<file path="config.mk">
export PLATFORM = sky130hd
export DESIGN_NAME = gpt_totalizer_top
export DESIGN_NICKNAME = d
export VERILOG_FILES = /design/src/rtl/gpt_pkg.sv /design/src/rtl/gpt_cond_if.sv /design/src/rtl/gpt_input_cond.sv /design/src/rtl/gpt_totalizer_top.sv
export SDC_FILE = /design/constraint.sdc
export NUM_CORES = 1
export LEC_CHECK = 0
export ABC_AREA = 1
export ABC_CLOCK_PERIOD_IN_PS = 1900
export CAP_MARGIN = 30
export CORE_AREA = 8 8 129 131
export DETAILED_ROUTE_END_ITERATION = 6
export DIE_AREA = 0 0 137 139
export DONT_BUFFER_PORTS = 1
export GPL_ROUTABILITY_DRIVEN = 0
export PLACE_DENSITY = 0.78
export REMOVE_ABC_BUFFERS = 1
export SLEW_MARGIN = 25
export SYNTH_ARGS = -nofsm -noshare
export SYNTH_HDL_FRONTEND = slang
export SYNTH_HIERARCHICAL = 1
export SYNTH_SLANG_ARGS = --single-unit
</file>
<file path="constraint.sdc">
create_clock -name mclk_in -period 1.9 [get_ports mclk_in]
set_input_delay 0 -clock mclk_in [delete_from_list [all_inputs] [get_ports mclk_in]]
set_output_delay 0 -clock mclk_in [all_outputs]
set_load 0.02 [all_outputs]
</file>
<file path="src/rtl/gpt_pkg.sv">
// Shared constants and the top-level state type of the pulse totalizer block
package gpt_pkg;
   localparam int CNT_W = 26;
   localparam logic [25:0] CNT_MAX = 26'h3FFFFFF;
   localparam int AW = 8;
   localparam int DW = 32;
   localparam int PORT_W = 8;
   localparam int DAC_W = 16;
   // Fastest pulse rate and the clock, for the minimum pulse period
   localparam int CLK_KHZ = 200000;
   localparam int PULSE_MAX_KHZ = 100;
   localparam int PULSE_PER_CYC = CLK_KHZ / PULSE_MAX_KHZ;
   // Register offsets (byte addresses)
   localparam logic [7:0] A_CTRL = 8'h00;
   localparam logic [7:0] A_CNT = 8'h04;
   localparam logic [7:0] A_CNT_CLR = 8'h08;
   localparam logic [7:0] A_PORT0 = 8'h0C;
   localparam logic [7:0] A_PORT1 = 8'h10;
   localparam logic [7:0] A_WORD = 8'h14;
   localparam logic [7:0] A_DAC0 = 8'h18;
   localparam logic [7:0] A_DAC1 = 8'h1C;
   localparam logic [7:0] A_STAT = 8'h20;
   // Control field positions
   localparam int C_FALL = 0;
   localparam int C_ZC = 1;
   localparam int C_SCAN0 = 2;
   localparam int C_SCAN1 = 3;
   localparam int C_RUN = 4;
   // Status field positions, write one to clear
   localparam int S_REFUSED = 0;
   localparam int S_WRAP = 1;
   // Reset values
   localparam logic [4:0] CTRL_RST = 5'h00;
   localparam logic [15:0] OE_RST = 16'h0000;
   localparam logic [15:0] DAC_RST = 16'h8000;

   typedef struct packed {
      logic [25:0] cnt;
      logic [4:0]  ctrl;
      logic [15:0] oe;
      logic [15:0] drv;
      logic [15:0] dac0;
      logic [15:0] dac1;
      logic [31:0] rdata;
      logic [7:0]  local_data;
      logic        refused;
      logic        wrapped;
   } gpt_top_st_t;
endpackage

</file>
<file path="src/rtl/gpt_cond_if.sv">
// Conditioned pin signals passed from the input stage to the core
`timescale 1ns/1ps
interface gpt_cond_if;
   logic        edge_fall;
   logic        thr_zc;
   logic        qual_edge;
   logic [15:0] port_sync;
   modport core (output edge_fall, output thr_zc, input qual_edge, input port_sync);
   modport cond (input edge_fall, input thr_zc, output qual_edge, output port_sync);
endinterface

</file>
<file path="src/rtl/gpt_input_cond.sv">
// Pin synchronisers, edge selection and gating of the totalizer input
`timescale 1ns/1ps
module gpt_input_cond (
   input  wire logic        mclk_in,
   input  wire logic        nrst_in,
   input  wire logic        pulse_lvl_in,
   input  wire logic        pulse_zc_in,
   input  wire logic        gate_hi_in,
   input  wire logic        gate_lo_n_in,
   input  wire logic [15:0] port_pin_in,
   gpt_cond_if.cond         cif
);
   typedef struct packed {
      logic [1:0]  lvl;
      logic [1:0]  zc;
      logic        pul;
      logic [1:0]  ghi;
      logic [1:0]  glo_n;
      logic [15:0] pt1;
      logic [15:0] pt2;
      logic        qual;
   } gpt_cond_st_t;

   gpt_cond_st_t s_q;
   gpt_cond_st_t s_d;
   logic         sel_pin;
   logic         edge_seen;
   logic         gates_open;

   // Threshold choice; changing it may cause one stray edge
   assign sel_pin = cif.thr_zc ? s_q.zc[1] : s_q.lvl[1];

   always_comb begin
      s_d = s_q;
      s_d.lvl = {s_q.lvl[0], pulse_lvl_in};
      s_d.zc = {s_q.zc[0], pulse_zc_in};
      s_d.pul = sel_pin;
      s_d.ghi = {s_q.ghi[0], gate_hi_in};
      s_d.glo_n = {s_q.glo_n[0], gate_lo_n_in};
      s_d.pt1 = port_pin_in;
      s_d.pt2 = s_q.pt1;
      // Edge judged behind both sync stages, never on the first
      if (cif.edge_fall) begin
         edge_seen = !sel_pin && s_q.pul;
      end else begin
         edge_seen = sel_pin && !s_q.pul;
      end
      // Both gates must enable at once
      gates_open = s_q.ghi[1] && !s_q.glo_n[1];
      s_d.qual = edge_seen && gates_open;
   end

   always_ff @(posedge mclk_in or negedge nrst_in) begin
      if (!nrst_in) begin
         s_q <= '0;
      end else begin
         s_q <= s_d;
      end
   end

   assign cif.qual_edge = s_q.qual;
   assign cif.port_sync = s_q.pt2;
endmodule

</file>
<file path="src/rtl/gpt_totalizer_top.sv">
// Gated pulse totalizer, digital port pair and analog output codes
// Overview of operation
// - Counter is 26 bits, zero to maximum.
// - Count qualified pulses up to 100 kHz.
// - Control bit picks rising or falling edge.
// - High-true gate enables counting while high.
// - Low-true gate enables counting while low.
// - Count only when both gates enable.
// - Threshold select, logic level by default.
// - Two eight-bit ports, input and output.
// - Local read returns one port only.
// - Word read only when no port scanned.
// - Ports and count readable during scans.
// - Each analog channel takes 16-bit code.
// - Count read plain or read-then-clear.
`timescale 1ns/1ps
module gpt_totalizer_top (
   input  wire logic        mclk_in,
   input  wire logic        nrst_in,
   input  wire logic [7:0]  addr_in,
   input  wire logic [31:0] wdata_in,
   input  wire logic        wr_in,
   input  wire logic        rd_in,
   output logic [31:0]      rdata_out,
   input  wire logic        local_rd_in,
   input  wire logic        local_sel_in,
   output logic [7:0]       local_data_out,
   input  wire logic        pulse_lvl_in,
   input  wire logic        pulse_zc_in,
   input  wire logic        gate_hi_in,
   input  wire logic        gate_lo_n_in,
   input  wire logic [15:0] port_pin_in,
   output logic [15:0]      port_drv_out,
   output logic [15:0]      port_oe_out,
   output logic [15:0]      dac0_code_out,
   output logic [15:0]      dac1_code_out,
   output logic [25:0]      count_out
);
   gpt_pkg::gpt_top_st_t s_q;
   gpt_pkg::gpt_top_st_t s_d;
   gpt_cond_if           cif ();
   logic                 scan_busy;
   logic                 edge_ev;
   logic [15:0]          pins;

   gpt_input_cond u_cond (
      .mclk_in      (mclk_in),
      .nrst_in      (nrst_in),
      .pulse_lvl_in (pulse_lvl_in),
      .pulse_zc_in  (pulse_zc_in),
      .gate_hi_in   (gate_hi_in),
      .gate_lo_n_in (gate_lo_n_in),
      .port_pin_in  (port_pin_in),
      .cif          (cif.cond)
   );

   assign cif.edge_fall = s_q.ctrl[gpt_pkg::C_FALL];
   assign cif.thr_zc = s_q.ctrl[gpt_pkg::C_ZC];
   assign edge_ev = cif.qual_edge;
   assign pins = cif.port_sync;
   assign scan_busy = s_q.ctrl[gpt_pkg::C_SCAN0] || s_q.ctrl[gpt_pkg::C_SCAN1];

   function automatic logic [25:0] next_count(input logic [25:0] c);
      // Past the top the count rolls back to zero
      if (c == gpt_pkg::CNT_MAX) begin
         next_count = 26'h0000000;
      end else begin
         next_count = c + 26'h0000001;
      end
   endfunction

   function automatic logic [31:0] zext8(input logic [7:0] v);
      zext8 = {24'h000000, v};
   endfunction

   function automatic logic [31:0] zext16(input logic [15:0] v);
      zext16 = {16'h0000, v};
   endfunction

   always_comb begin
      s_d = s_q;
      s_d.rdata = 32'h00000000;

      // Counting; a pulse in the clearing cycle survives as one
      if (edge_ev) begin
         s_d.cnt = next_count(s_q.cnt);
         if (s_q.cnt == gpt_pkg::CNT_MAX) begin
            s_d.wrapped = 1'b1;
         end
      end

      // Register writes
      if (wr_in) begin
         if (addr_in == gpt_pkg::A_CTRL) begin
            s_d.ctrl = wdata_in[4:0];
         end else if (addr_in == gpt_pkg::A_CNT) begin
            // Preset lets software reach the rollover; a pulse here still counts
            s_d.cnt = edge_ev ? next_count(wdata_in[25:0]) : wdata_in[25:0];
         end else if (addr_in == gpt_pkg::A_PORT0) begin
            // Open drain: a zero bit pulls the pin low
            s_d.oe[7:0] = ~wdata_in[7:0];
         end else if (addr_in == gpt_pkg::A_PORT1) begin
            s_d.oe[15:8] = ~wdata_in[7:0];
         end else if (addr_in == gpt_pkg::A_WORD) begin
            s_d.oe = ~wdata_in[15:0];
         end else if (addr_in == gpt_pkg::A_DAC0) begin
            s_d.dac0 = wdata_in[15:0];
         end else if (addr_in == gpt_pkg::A_DAC1) begin
            s_d.dac1 = wdata_in[15:0];
         end else if (addr_in == gpt_pkg::A_STAT) begin
            // Clear loses to a same-cycle set
            if (wdata_in[gpt_pkg::S_WRAP] && !(edge_ev && s_q.cnt == gpt_pkg::CNT_MAX)) begin
               s_d.wrapped = 1'b0;
            end
            if (wdata_in[gpt_pkg::S_REFUSED]) begin
               s_d.refused = 1'b0;
            end
         end
      end

      // Register reads; data stand only in the next cycle
      if (rd_in) begin
         if (addr_in == gpt_pkg::A_CTRL) begin
            s_d.rdata = {27'h0000000, s_q.ctrl};
         end else if (addr_in == gpt_pkg::A_CNT) begin
            s_d.rdata = {6'h00, s_q.cnt};
         end else if (addr_in == gpt_pkg::A_CNT_CLR) begin
            s_d.rdata = {6'h00, s_q.cnt};
            s_d.cnt = edge_ev ? 26'h0000001 : 26'h0000000;
         end else if (addr_in == gpt_pkg::A_PORT0) begin
            s_d.rdata = zext8(pins[7:0]);
         end else if (addr_in == gpt_pkg::A_PORT1) begin
            s_d.rdata = zext8(pins[15:8]);
         end else if (addr_in == gpt_pkg::A_WORD) begin
            // Scanned ports make the word read answer zero
            if (scan_busy) begin
               s_d.refused = 1'b1;
            end else begin
               s_d.rdata = zext16(pins);
            end
         end else if (addr_in == gpt_pkg::A_DAC0) begin
            s_d.rdata = zext16(s_q.dac0);
         end else if (addr_in == gpt_pkg::A_DAC1) begin
            s_d.rdata = zext16(s_q.dac1);
         end else if (addr_in == gpt_pkg::A_STAT) begin
            s_d.rdata = {30'h00000000, s_q.wrapped, s_q.refused};
         end else begin
            s_d.rdata = 32'h00000000;
         end
      end

      // Local read gives a single byte, held until the next one
      if (local_rd_in) begin
         s_d.local_data = local_sel_in ? pins[15:8] : pins[7:0];
      end
   end

   always_ff @(posedge mclk_in or negedge nrst_in) begin
      if (!nrst_in) begin
         s_q.cnt <= 26'h0000000;
         s_q.ctrl <= gpt_pkg::CTRL_RST;
         s_q.oe <= gpt_pkg::OE_RST;
         s_q.drv <= 16'h0000;
         s_q.dac0 <= gpt_pkg::DAC_RST;
         s_q.dac1 <= gpt_pkg::DAC_RST;
         s_q.rdata <= 32'h00000000;
         s_q.local_data <= 8'h00;
         s_q.refused <= 1'b0;
         s_q.wrapped <= 1'b0;
      end else begin
         s_q <= s_d;
      end
   end

   assign rdata_out = s_q.rdata;
   assign local_data_out = s_q.local_data;
   assign port_drv_out = s_q.drv;
   assign port_oe_out = s_q.oe;
   assign dac0_code_out = s_q.dac0;
   assign dac1_code_out = s_q.dac1;
   assign count_out = s_q.cnt;
endmodule

</file>
==> results of run 1 <==
[cells by family after synthesis]
| group | Yosys count |
|---|---|
| XOR/XNOR | 20 |
| flip-flops | 157 |
| AO/OA/AOI/OAI | 152 |
| buffers and inverters | 263 |
| other | 1 |
| adder cells (fa/ha/maj) | 2 |
| AND/OR/NAND/NOR | 535 |
[flip-flops by register name, summed over array words and instances, names as in the netlist, 5 cells and up]
name	cells
u_cond/cif.port_sync	16
dac0_code_out	16
count_out	26
s_q	5
port_oe_out	16
local_data_out	8
u_cond/s_q	5
dac1_code_out	16
rdata_out	26
u_cond/s_d	20
[worst max-delay path: cells and delay by family]
kind,cells,cell delay [ns]
buffers and inverters,3,1.21
and+or+nand+nor,6,0.85
AOI/OAI and AO/OA,1,0.07
[through the flow]
| stage | worst slack [ns] | total power, µW | instances | utilization |
|---|---|---|---|---|
| 2_1_floorplan | 0.0436 | 4400 | 978 | - |
| 3_3_place_gp | 0.228 | 4690 | 1200 | 0.570 |
| 3_5_place_dp | 0.174 | 4710 | 1200 | 0.570 |
| 4_1_cts | 0.0721 | 7950 | 1293 | 0.649 |
| 5_1_grt | 0.0313 | 8230 | 1293 | 0.649 |
| 6_report | 0.0587 | 7950 | 1293 | 0.649 |
[Yosys cell counts, types with 5 or more instances]
| master | n | area share |
|---|---|---|
| nor3_1 | 23 | 0.013 |
| nand3_2 | 7 | 0.0077 |
| o21ai_0 | 35 | 0.019 |
| xnor2_1 | 5 | 0.0048 |
| nand2_1 | 267 | 0.11 |
| nand3b_1 | 5 | 0.0041 |
| a31o_1 | 6 | 0.0058 |
| a31oi_1 | 17 | 0.012 |
| a21oi_2 | 10 | 0.0096 |
| buf_4 | 147 | 0.12 |
| dfrtp_1 | 155 | 0.43 |
| buf_2 | 18 | 0.0099 |
| xor2_1 | 15 | 0.014 |
| o21ai_1 | 35 | 0.019 |
| clkbuf_1 | 5 | 0.0021 |
| nor2_4 | 9 | 0.011 |
| nor2_2 | 9 | 0.0062 |
| inv_2 | 13 | 0.0054 |
| inv_1 | 73 | 0.030 |
| nand3_1 | 71 | 0.039 |
| nor2_1 | 93 | 0.038 |
| a21oi_1 | 43 | 0.024 |
| nand2_2 | 15 | 0.010 |
| nand2_4 | 8 | 0.0099 |
| nand4_1 | 17 | 0.012 |
[layout make-up]
cell class                 instances  area, µm²  share of cell area
inverter                          90        343              0.0358
timing repair buffer              96        876              0.0915
multi-input combinational        731       3650               0.381
clock inverter                    13        109              0.0114
sequential                       157       3930               0.411
clock buffer                      18        429              0.0448
tap                              188        235              0.0246
[per-layer routing]
metal	track usage	vias to the layer above
li1	-	3409
met1	0.344	3435
met2	0.388	475
met3	0.0953	72
met4	0.129	0
met5	0	-
[final timing paths]
kind / end / slack [ns] / depth (start not counted)
setup / recovery: port_oe_out[4]$_DFFE_PN0P_ / 0.06 / 10
hold / removal: u_cond/s_d[41]$_DFF_PN0_ / -0.74 / 0
setup reg to reg: count_out[13]$_DFF_PN0_ / 0.16 / 10
hold reg to reg: u_cond/s_q[41]$_DFF_PN0_ / 0.35 / 0
max in group asynchronous: dac1_code_out[15]$_DFFE_PN1P_ / 2.39 / 0
min in group mclk_in: count_out[25]$_DFF_PN0_ / 0.02 / 6
[power groups by stage]
stage          Sequential (µW)  Clock (µW)  Combinational, µW
2_1_floorplan             3960           0                439
3_3_place_gp              3920           0                773
3_5_place_dp              3920           0                786
4_1_cts                   3870        3150                932
5_1_grt                   3890        3310               1030
6_report                  3870        3130                948
[timing repair]
item,4_1_cts,5_1_grt
hold endpoints to repair,290,157
setup buffers,0,0
setup endpoints to repair,0,7
resized for setup,0,1
==> out/results.txt, run 1 <==
Worst Tran Pin Value - 0.622 ns
Post-route ant nets - 0
Switching Share - 0.293
Skew-Pair Late Insertion Delay - 0.43 ns
Pwr dens - 830 mW/mm²
Worst path cell trace - dlygate4sd3_1 > inv_2 > nand2_1 > nor2_4 > nand2_4 > nand2_1 > nand2_4 > nand2_1 > o21ai_1 > dlygate4sd3_1
WP data required - 2.21 ns
Crit path DAT - 2.15 ns
Sum Neg Setup Slack - 0 ns
Post-route cell area - 0.00957 mm²
Layout area overhead - 5.36%
Met3 WL - 3.26 mm
Synth Register Bits - 157
Clk_skew - 0.00893 ns
Initial Utilization - 0.616
Vias in the first global route - 7,028
VDD IR-drop max - 0.000684 V
Relative slew slack - 0.581
Ant. Diodes - 0
Hold slack - -0.738 ns
Via-to-Cell Ratio - 5.72
Most used cell, CP - nand2_1
Crit-path max FO - 19
CTS Buffer Depth - 2
Commonest cells after routing, fill and taps aside - nand2_1 (267), dfrtp_1 (155), nor2_1 (93)
CP Class - input pin to register
Post-Synthesis Cells - 1,130
Worst path slowest cell - dlygate4sd3_1
Iteration-0 DRC Markers - 850
RSZ-0062 raised after global routing - no
FMAX - 543 MHz
GRT overflow - 0
Placed cell areas - 0.00841 mm²
Tcrit/Tclk final - 0.969
NumNets Final - 1,161
Slowest stage delay, CP - 0.57 ns
Total track usage - 0.267
Die area - 0.0190 mm²
Clock network power share - 0.394
P_leak - 0.00450 µW
Most common cell after layout, fill and taps aside - nand2_1
Die width - 137 µm
Clk slew on worst S/H paths - 0.07 ns
Yosys warning total - 6
Clock sinks - 157
DRC errors left - 0
Largest net degree at the start of global routing - 158
Fin. max-slew vios - 0
Root Buffer - clkbuf_16
Outcome - complete, but fails checks
RR Startpoint - count_out[0]$_DFF_PN0_
DP HPWL - 17.9 mm
Main synth FF type - dfrtp_1
Minimum clock period - 1.84 ns
Final Hold Fails - 157
Cts bufs inserted - 17
Simple-Gate Fraction of Synth Area - 0.275
Core area - 0.0148 mm²
Kind of end point of the critical path - register
Wire per inst - 19.4 µm
Total routed wirelength - 25.1 mm
Layout cells sized above 1 - 0.133
IO Pins - 196
Post-synthesis adder-cell area fraction - 0.00275
Seq/Total Area, Yosys - 0.433
Internal - 5620 µW
Post-synth ARST share - 1.00
WL met1 - 9.50 mm
Mux share of post-synthesis cell area - 0
Avg Synthesized Cell Area - 8.04 µm²
CTS H-tree depth - 4
Crit path from - addr_in[3]
Pre-Repair DR Iteration Count - 6
Port-buffer cells - 0
Psw - 2330 µW
Via count - 7,391
Failing checks - hold timing
Hold_buf cts - 62
Die H - 139 µm
Flop pwr share - 0.487
MaxCap Viol Count - 0
Post-Synth XOR/XNOR Area - 0.0193
Cell area after synthesis - 0.00909 mm²
Routed wl met2 - 11.2 mm
Combinational power share - 0.119
Top layer in use - met4
Post-synthesis compound-gate area fraction - 0.0951
Crit path launch type - input pin
Post-synth cell types - 41
Layout fillers - 1,196
Worst Hold Class - input pin to async pin
Final Setup Violations - 0
Post-synth EDFFs - 0
Main combinational cell family by area after synthesis - simple AND/OR/NAND/NOR gates
CTS tree - done
Row cnt - 45
First-pass GRT wire length - 39.1 mm
Initial antenna violation count - 0
(Power assumes the default switching activity.)
==> inputs of run 2 (changes only) <==
PLACE_DENSITY = unset   (was 0.78)
PLACE_DENSITY_LB_ADDON = 0.25   (was unset)
REMOVE_ABC_BUFFERS = unset   (was 1)
==> out/results.txt, run 2 (synthesized netlist as in run 1, its figures left out) <==
Fin. max-slew vios - 0 (unchanged)
Layout fillers - 1,228 (was 1,196)
Pre-Repair DR Iteration Count - 5 (was 6)
Layout area overhead - 6.28% (was 5.36%)
Iteration-0 DRC Markers - 757 (was 850)
Total track usage - 0.272 (was 0.267)
DP HPWL - 18.5 mm (was 17.9 mm)
Clock sinks - 157 (unchanged)
Core area - 0.0148 mm² (unchanged)
Via count - 7,254 (was 7,391)
Sum Neg Setup Slack - 0 ns (unchanged)
RSZ-0062 raised after global routing - no (unchanged)
Layout cells sized above 1 - 0.132 (was 0.133)
MaxCap Viol Count - 0 (unchanged)
Minimum clock period - 1.78 ns (was 1.84 ns)
Clk slew on worst S/H paths - 0.07 ns (about the same)
Total routed wirelength - 25.8 mm (was 25.1 mm)
VDD IR-drop max - 0.000773 V (was 0.000684 V)
Kind of end point of the critical path - register (unchanged)
Die H - 139 µm (unchanged)
Via-to-Cell Ratio - 5.61 (was 5.72)
Post-route ant nets - 0 (unchanged)
Root Buffer - clkbuf_16 (unchanged)
Final Setup Violations - 0 (unchanged)
Ant. Diodes - 0 (unchanged)
Register area - 0.00393 mm² (unchanged)
DRC errors left - 0 (unchanged)
Wire per inst - 20.0 µm (was 19.4 µm)
Crit path launch type - input pin (unchanged)
CTS Buffer Depth - 2 (unchanged)
Worst Hold Class - input pin to async pin (unchanged)
Hold slack - -0.742 ns (was -0.738 ns)
Slowest stage delay, CP - 0.57 ns (about the same)
CTS tree - done (unchanged)
Initial antenna violation count - 0 (unchanged)
Failing checks - hold timing (unchanged)
Vias in the first global route - 7,100 (was 7,028)
IO Pins - 196 (unchanged)
Skew-Pair Late Insertion Delay - 0.43 ns (about the same)
Worst Tran Pin Value - 0.575 ns (was 0.622 ns)
Tcrit/Tclk final - 0.934 (was 0.969)
Initial Utilization - 0.616 (unchanged)
CTS H-tree depth - 4 (unchanged)
P_leak - 0.00453 µW (was 0.00450 µW)
Largest net degree at the start of global routing - 158 (unchanged)
Worst path cell trace - dlygate4sd3_1 > inv_2 > nand2_1 > nor2_4 > nand2_4 > nand2_2 > nand2_4 > nand2_1 > o21ai_0 > dlygate4sd3_1 (was dlygate4sd3_1 > inv_2 > nand2_1 > nor2_4 > nand2_4 > nand2_1 > nand2_4 > nand2_1 > o21ai_1 > dlygate4sd3_1)
Relative slew slack - 0.615 (was 0.581)
Post-route cell area - 0.00966 mm² (was 0.00957 mm²)
Most common cell after layout, fill and taps aside - nand2_1 (unchanged)
GRT overflow - 0 (unchanged)
CP bufs+invs - 3 (unchanged)
Hold_buf cts - 62 (unchanged)
Area of the multi-input gates - 0.00365 mm² (about the same)
CP Class - input pin to register (unchanged)
Worst path slowest cell - dlygate4sd3_1 (unchanged)
FMAX - 563 MHz (was 543 MHz)
Die area - 0.0190 mm² (unchanged)
Clk_skew - 0.00918 ns (was 0.00893 ns)
Outcome - complete, but fails checks (unchanged)
Crit-path max FO - 19 (unchanged)
Cts bufs inserted - 17 (unchanged)
First-pass GRT wire length - 39.9 mm (was 39.1 mm)
Crit path DAT - 2.09 ns (was 2.15 ns)
NumNets Final - 1,161 (unchanged)
Row cnt - 45 (unchanged)
Port-buffer cells - 0 (unchanged)
Die width - 137 µm (unchanged)
Final Hold Fails - 157 (unchanged)
Pwr dens - 875 mW/mm² (was 830 mW/mm²)
Pre-CTS WS - 0.102 ns (was 0.174 ns)
Final WS setup - 0.125 ns (was 0.0587 ns)
Placed cell areas - 0.00840 mm² (was 0.00841 mm²)
Commonest cells after routing, fill and taps aside - nand2_1 (266), dfrtp_1 (155), nor2_1 (93) (was nand2_1 (267), dfrtp_1 (155), nor2_1 (93))
WP data required - 2.22 ns (was 2.21 ns)
CP top delay family - buffers and inverters (unchanged)
-- run 2: power breakdown --
group          internal (µW)  switching [µW]
clock                   2210            1410
combinational            379             564
sequential              3550             341
total                   6140            2310
-- run 2: layout make-up --
class                           count  area share
Clock buffer                       20      0.0452
Clock inverter                     11      0.0187
Inverter                           90      0.0358
Multi-Input combinational cell    731       0.378
Sequential cell                   157       0.407
Tap cell                          188      0.0244
Timing Repair Buffer               96      0.0907
-- run 2: final timing paths --
path	start	endpoint	slack, ns	cells after the start
worst max-delay path	addr_in[3]	port_oe_out[7]$_DFFE_PN0P_	0.12	10
worst min-delay path	nrst_in	u_cond/s_d[34]$_DFF_PN0_	-0.74	0
worst max register to register	count_out[0]$_DFF_PN0_	count_out[10]$_DFF_PN0_	0.14	8
worst min register to register	u_cond/s_d[6]$_DFF_PN0_	u_cond/cif.port_sync[5]$_DFF_PN0_	0.35	0
max in group asynchronous	nrst_in	dac0_code_out[15]$_DFFE_PN1P_	2.39	0
min in group mclk_in	wdata_in[1]	count_out[3]$_DFF_PN0_	0.01	5
-- run 2: stage by stage --
step / util / cells / power (µW) / hold WS (ns)
finish: 0.655 / 1293 / 8450 / -0.742
global route: 0.655 / 1293 / 8730 / -0.757
CTS: 0.653 / 1291 / 8450 / -0.748
detailed placement: 0.569 / 1198 / 4720 / -0.290
global placement: 0.569 / 1198 / 4700 / -0.291
floorplan: - / 1151 / 4700 / -0.296
-- run 2: routing by layer --
| layer | up-vias | wire length (µm) | track usage |
|---|---|---|---|
| met5 | - | 0 | 0 |
| met4 | 0 | 541 | 0.0795 |
| met3 | 46 | 3520 | 0.124 |
| met2 | 358 | 11300 | 0.394 |
| met1 | 3441 | 10400 | 0.357 |
| li1 | 3409 | - | - |
-- run 2: repair_timing --
| item | in CTS | in global routing |
|---|---|---|
| endpoints found under the setup margin | 0 | 19 |
| setup buffers | 0 | 2 |
| hold endpoints to repair | 291 | 157 |
| gates resized for setup | 0 | 4 |
==> inputs of run 3 (changes only) <==
CORE_AREA = 2 2 123 125   (was 8 8 129 131)
DIE_AREA = 0 0 125 127   (was 0 0 137 139)
==> out/results.txt, run 3 (synthesized netlist as in run 1, its figures left out) <==
Outcome - complete, but fails checks (unchanged)
Failing checks - hold timing (unchanged)
RSZ-0062 raised after global routing - no (unchanged)
Hold_buf cts - 63 (was 62)
Crit path from - addr_in[3] (unchanged)
Pre-Repair DR Iteration Count - 6 (was 5)
CTS Buffer Depth - 2 (unchanged)
Layout fillers - 1,177 (was 1,228)
Crit-path max FO - 19 (unchanged)
R2R setup slack - 0.19 ns (was 0.14 ns)
Reg2reg end - count_out[15]$_DFF_PN0_ (was count_out[10]$_DFF_PN0_)
Cts bufs inserted - 17 (unchanged)
Commonest cells after routing, fill and taps aside - nand2_1 (267), dfrtp_1 (155), nor2_1 (93) (was nand2_1 (266), dfrtp_1 (155), nor2_1 (93))
Layout area overhead - 6.21% (was 6.28%)
Sum Neg Setup Slack - 0 ns (unchanged)
CP Class - input pin to register (unchanged)
Largest net degree at the start of global routing - 158 (unchanged)
Placed cell areas - 0.00840 mm² (about the same)
Worst Tran Pin Value - 0.596 ns (was 0.575 ns)
DP HPWL - 17.3 mm (was 18.5 mm)
Initial antenna violation count - 0 (unchanged)
DRC errors left - 0 (unchanged)
Die width - 125 µm (was 137 µm)
GRT overflow - 0 (unchanged)
Crit path DAT - 2.11 ns (was 2.09 ns)
Worst path cell trace - dlygate4sd3_1 > inv_2 > nand2_1 > nor2_4 > nand2_8 > nand2_1 > nand2_4 > nand2_1 > o21ai_1 > dlygate4sd3_1 (was dlygate4sd3_1 > inv_2 > nand2_1 > nor2_4 > nand2_4 > nand2_2 > nand2_4 > nand2_1 > o21ai_0 > dlygate4sd3_1)
NumNets Final - 1,161 (unchanged)
Pwr dens - 863 mW/mm² (was 875 mW/mm²)
Final core utilization - 0.669 (was 0.655)
First-pass GRT wire length - 37.7 mm (was 39.9 mm)
MaxCap Viol Count - 0 (unchanged)
Final Hold Fails - 157 (unchanged)
Root Buffer - clkbuf_16 (unchanged)
Slowest stage delay, CP - 0.59 ns (was 0.57 ns)
Port-buffer cells - 0 (unchanged)
Wire per inst - 18.9 µm (was 20.0 µm)
Worst path slowest cell - dlygate4sd3_1 (unchanged)
Via-to-Cell Ratio - 5.63 (was 5.61)
Most used cell, CP - nand2_1
Initial Utilization - 0.630 (was 0.616)
Relative slew slack - 0.601 (was 0.615)
CTS H-tree depth - 4 (unchanged)
VDD IR-drop max - 0.000714 V (was 0.000773 V)
Die H - 127 µm (was 139 µm)
Total routed wirelength - 24.4 mm (was 25.8 mm)
R2R cell count - 9 (was 8)
Clk slew on worst S/H paths - 0.07 ns (about the same)
Via count - 7,266 (was 7,254)
Core area - 0.0144 mm² (was 0.0148 mm²)
Pre-CTS WS - 0.233 ns (was 0.102 ns)
Layout cells sized above 1 - 0.134 (was 0.132)
Clock sinks - 157 (unchanged)
Skew-Pair Late Insertion Delay - 0.43 ns (about the same)
Minimum clock period - 1.80 ns (was 1.78 ns)
RR Startpoint - count_out[0]$_DFF_PN0_ (unchanged)
Iteration-0 DRC Markers - 718 (was 757)
Clk_skew - 0.00925 ns (was 0.00918 ns)
Tcrit/Tclk final - 0.948 (was 0.934)
Vias in the first global route - 6,950 (was 7,100)
Hold slack - -0.734 ns (was -0.742 ns)
CP endpoint - port_oe_out[1]$_DFFE_PN0P_ (was port_oe_out[7]$_DFFE_PN0P_)
Worst Hold Class - input pin to async pin (unchanged)
Post-route cell area - 0.00965 mm² (was 0.00966 mm²)
FMAX - 555 MHz (was 563 MHz)
Post-route ant nets - 0 (unchanged)
Row cnt - 44 (was 45)
Final Setup Violations - 0 (unchanged)
CTS tree - done (unchanged)
IO Pins - 196 (unchanged)
Most common cell after layout, fill and taps aside - nand2_1 (unchanged)
Die area - 0.0159 mm² (was 0.0190 mm²)
Crit path launch type - input pin (unchanged)
Ant. Diodes - 0 (unchanged)
P_leak - 0.00452 µW (was 0.00453 µW)
Fin. max-slew vios - 0 (unchanged)
Final WS setup - 0.0990 ns (was 0.125 ns)
WP data required - 2.21 ns (was 2.22 ns)
Total track usage - 0.310 (was 0.272)
Kind of end point of the critical path - register (unchanged)
==> run 3: critical path: cells and delay by family <==
| family | cells | cell delay (ns) |
|---|---|---|
| buffers and inverters | 3 | 1.24 |
| and+or+nand+nor | 6 | 0.79 |
| AOI/OAI and AO/OA | 1 | 0.07 |
==> run 3: worst min-delay path by stage <==
stage / cells past startpoint / endpoint / slack, ns / start
2_1_floorplan: 0 / cif.edge_fall$_DFFE_PN0P_ / -0.30 / nrst_in
3_3_place_gp: 0 / u_cond/s_d[36]$_DFF_PN0_ / -0.29 / nrst_in
3_5_place_dp: 0 / u_cond/s_d[41]$_DFF_PN0_ / -0.29 / nrst_in
4_1_cts: 0 / u_cond/s_d[41]$_DFF_PN0_ / -0.75 / nrst_in
5_1_grt: 0 / dac1_code_out[4]$_DFFE_PN0P_ / -0.76 / nrst_in
6_report: 0 / dac0_code_out[3]$_DFFE_PN0P_ / -0.73 / nrst_in
==> run 3: layer usage <==
metal,vias to the layer above,track usage,part of all wire
li1,3409,-,-
met1,3406,0.415,0.41
met2,396,0.468,0.45
met3,55,0.119,0.12
met4,0,0.105,0.026
met5,-,0,0
==> run 3: cell type report <==
class / count / area, µm² / share of cell area
inverters: 90 / 343 / 0.0355
clock buffers: 18 / 439 / 0.0455
flip-flops and latches: 157 / 3930 / 0.407
multi-input cells: 731 / 3660 / 0.379
well taps: 184 / 230 / 0.0239
clock inverters: 14 / 170 / 0.0176
repair buffers: 96 / 878 / 0.0910
==> run 3: repair_timing <==
| action | CTS | global route |
|---|---|---|
| setup buffers | 0 | 0 |
| endpoints found under the hold margin | 290 | 157 |
| setup endpoints to repair | 0 | 8 |
| resized for setup | 0 | 3 |
==> run 3: through the flow <==
stage               hold WS [ns]  power, µW  instances
floorplan                 -0.296       4700       1151
global route              -0.758       8620       1290
detailed placement        -0.290       4700       1195
global placement          -0.291       4690       1195
finish                    -0.734       8330       1290
CTS                       -0.748       8330       1290
==> run 3: power breakdown <==
part,total [µW],internal [µW],switching (µW)
sequential,3880,3550,330
combinational,931,371,560
clock,3520,2020,1500
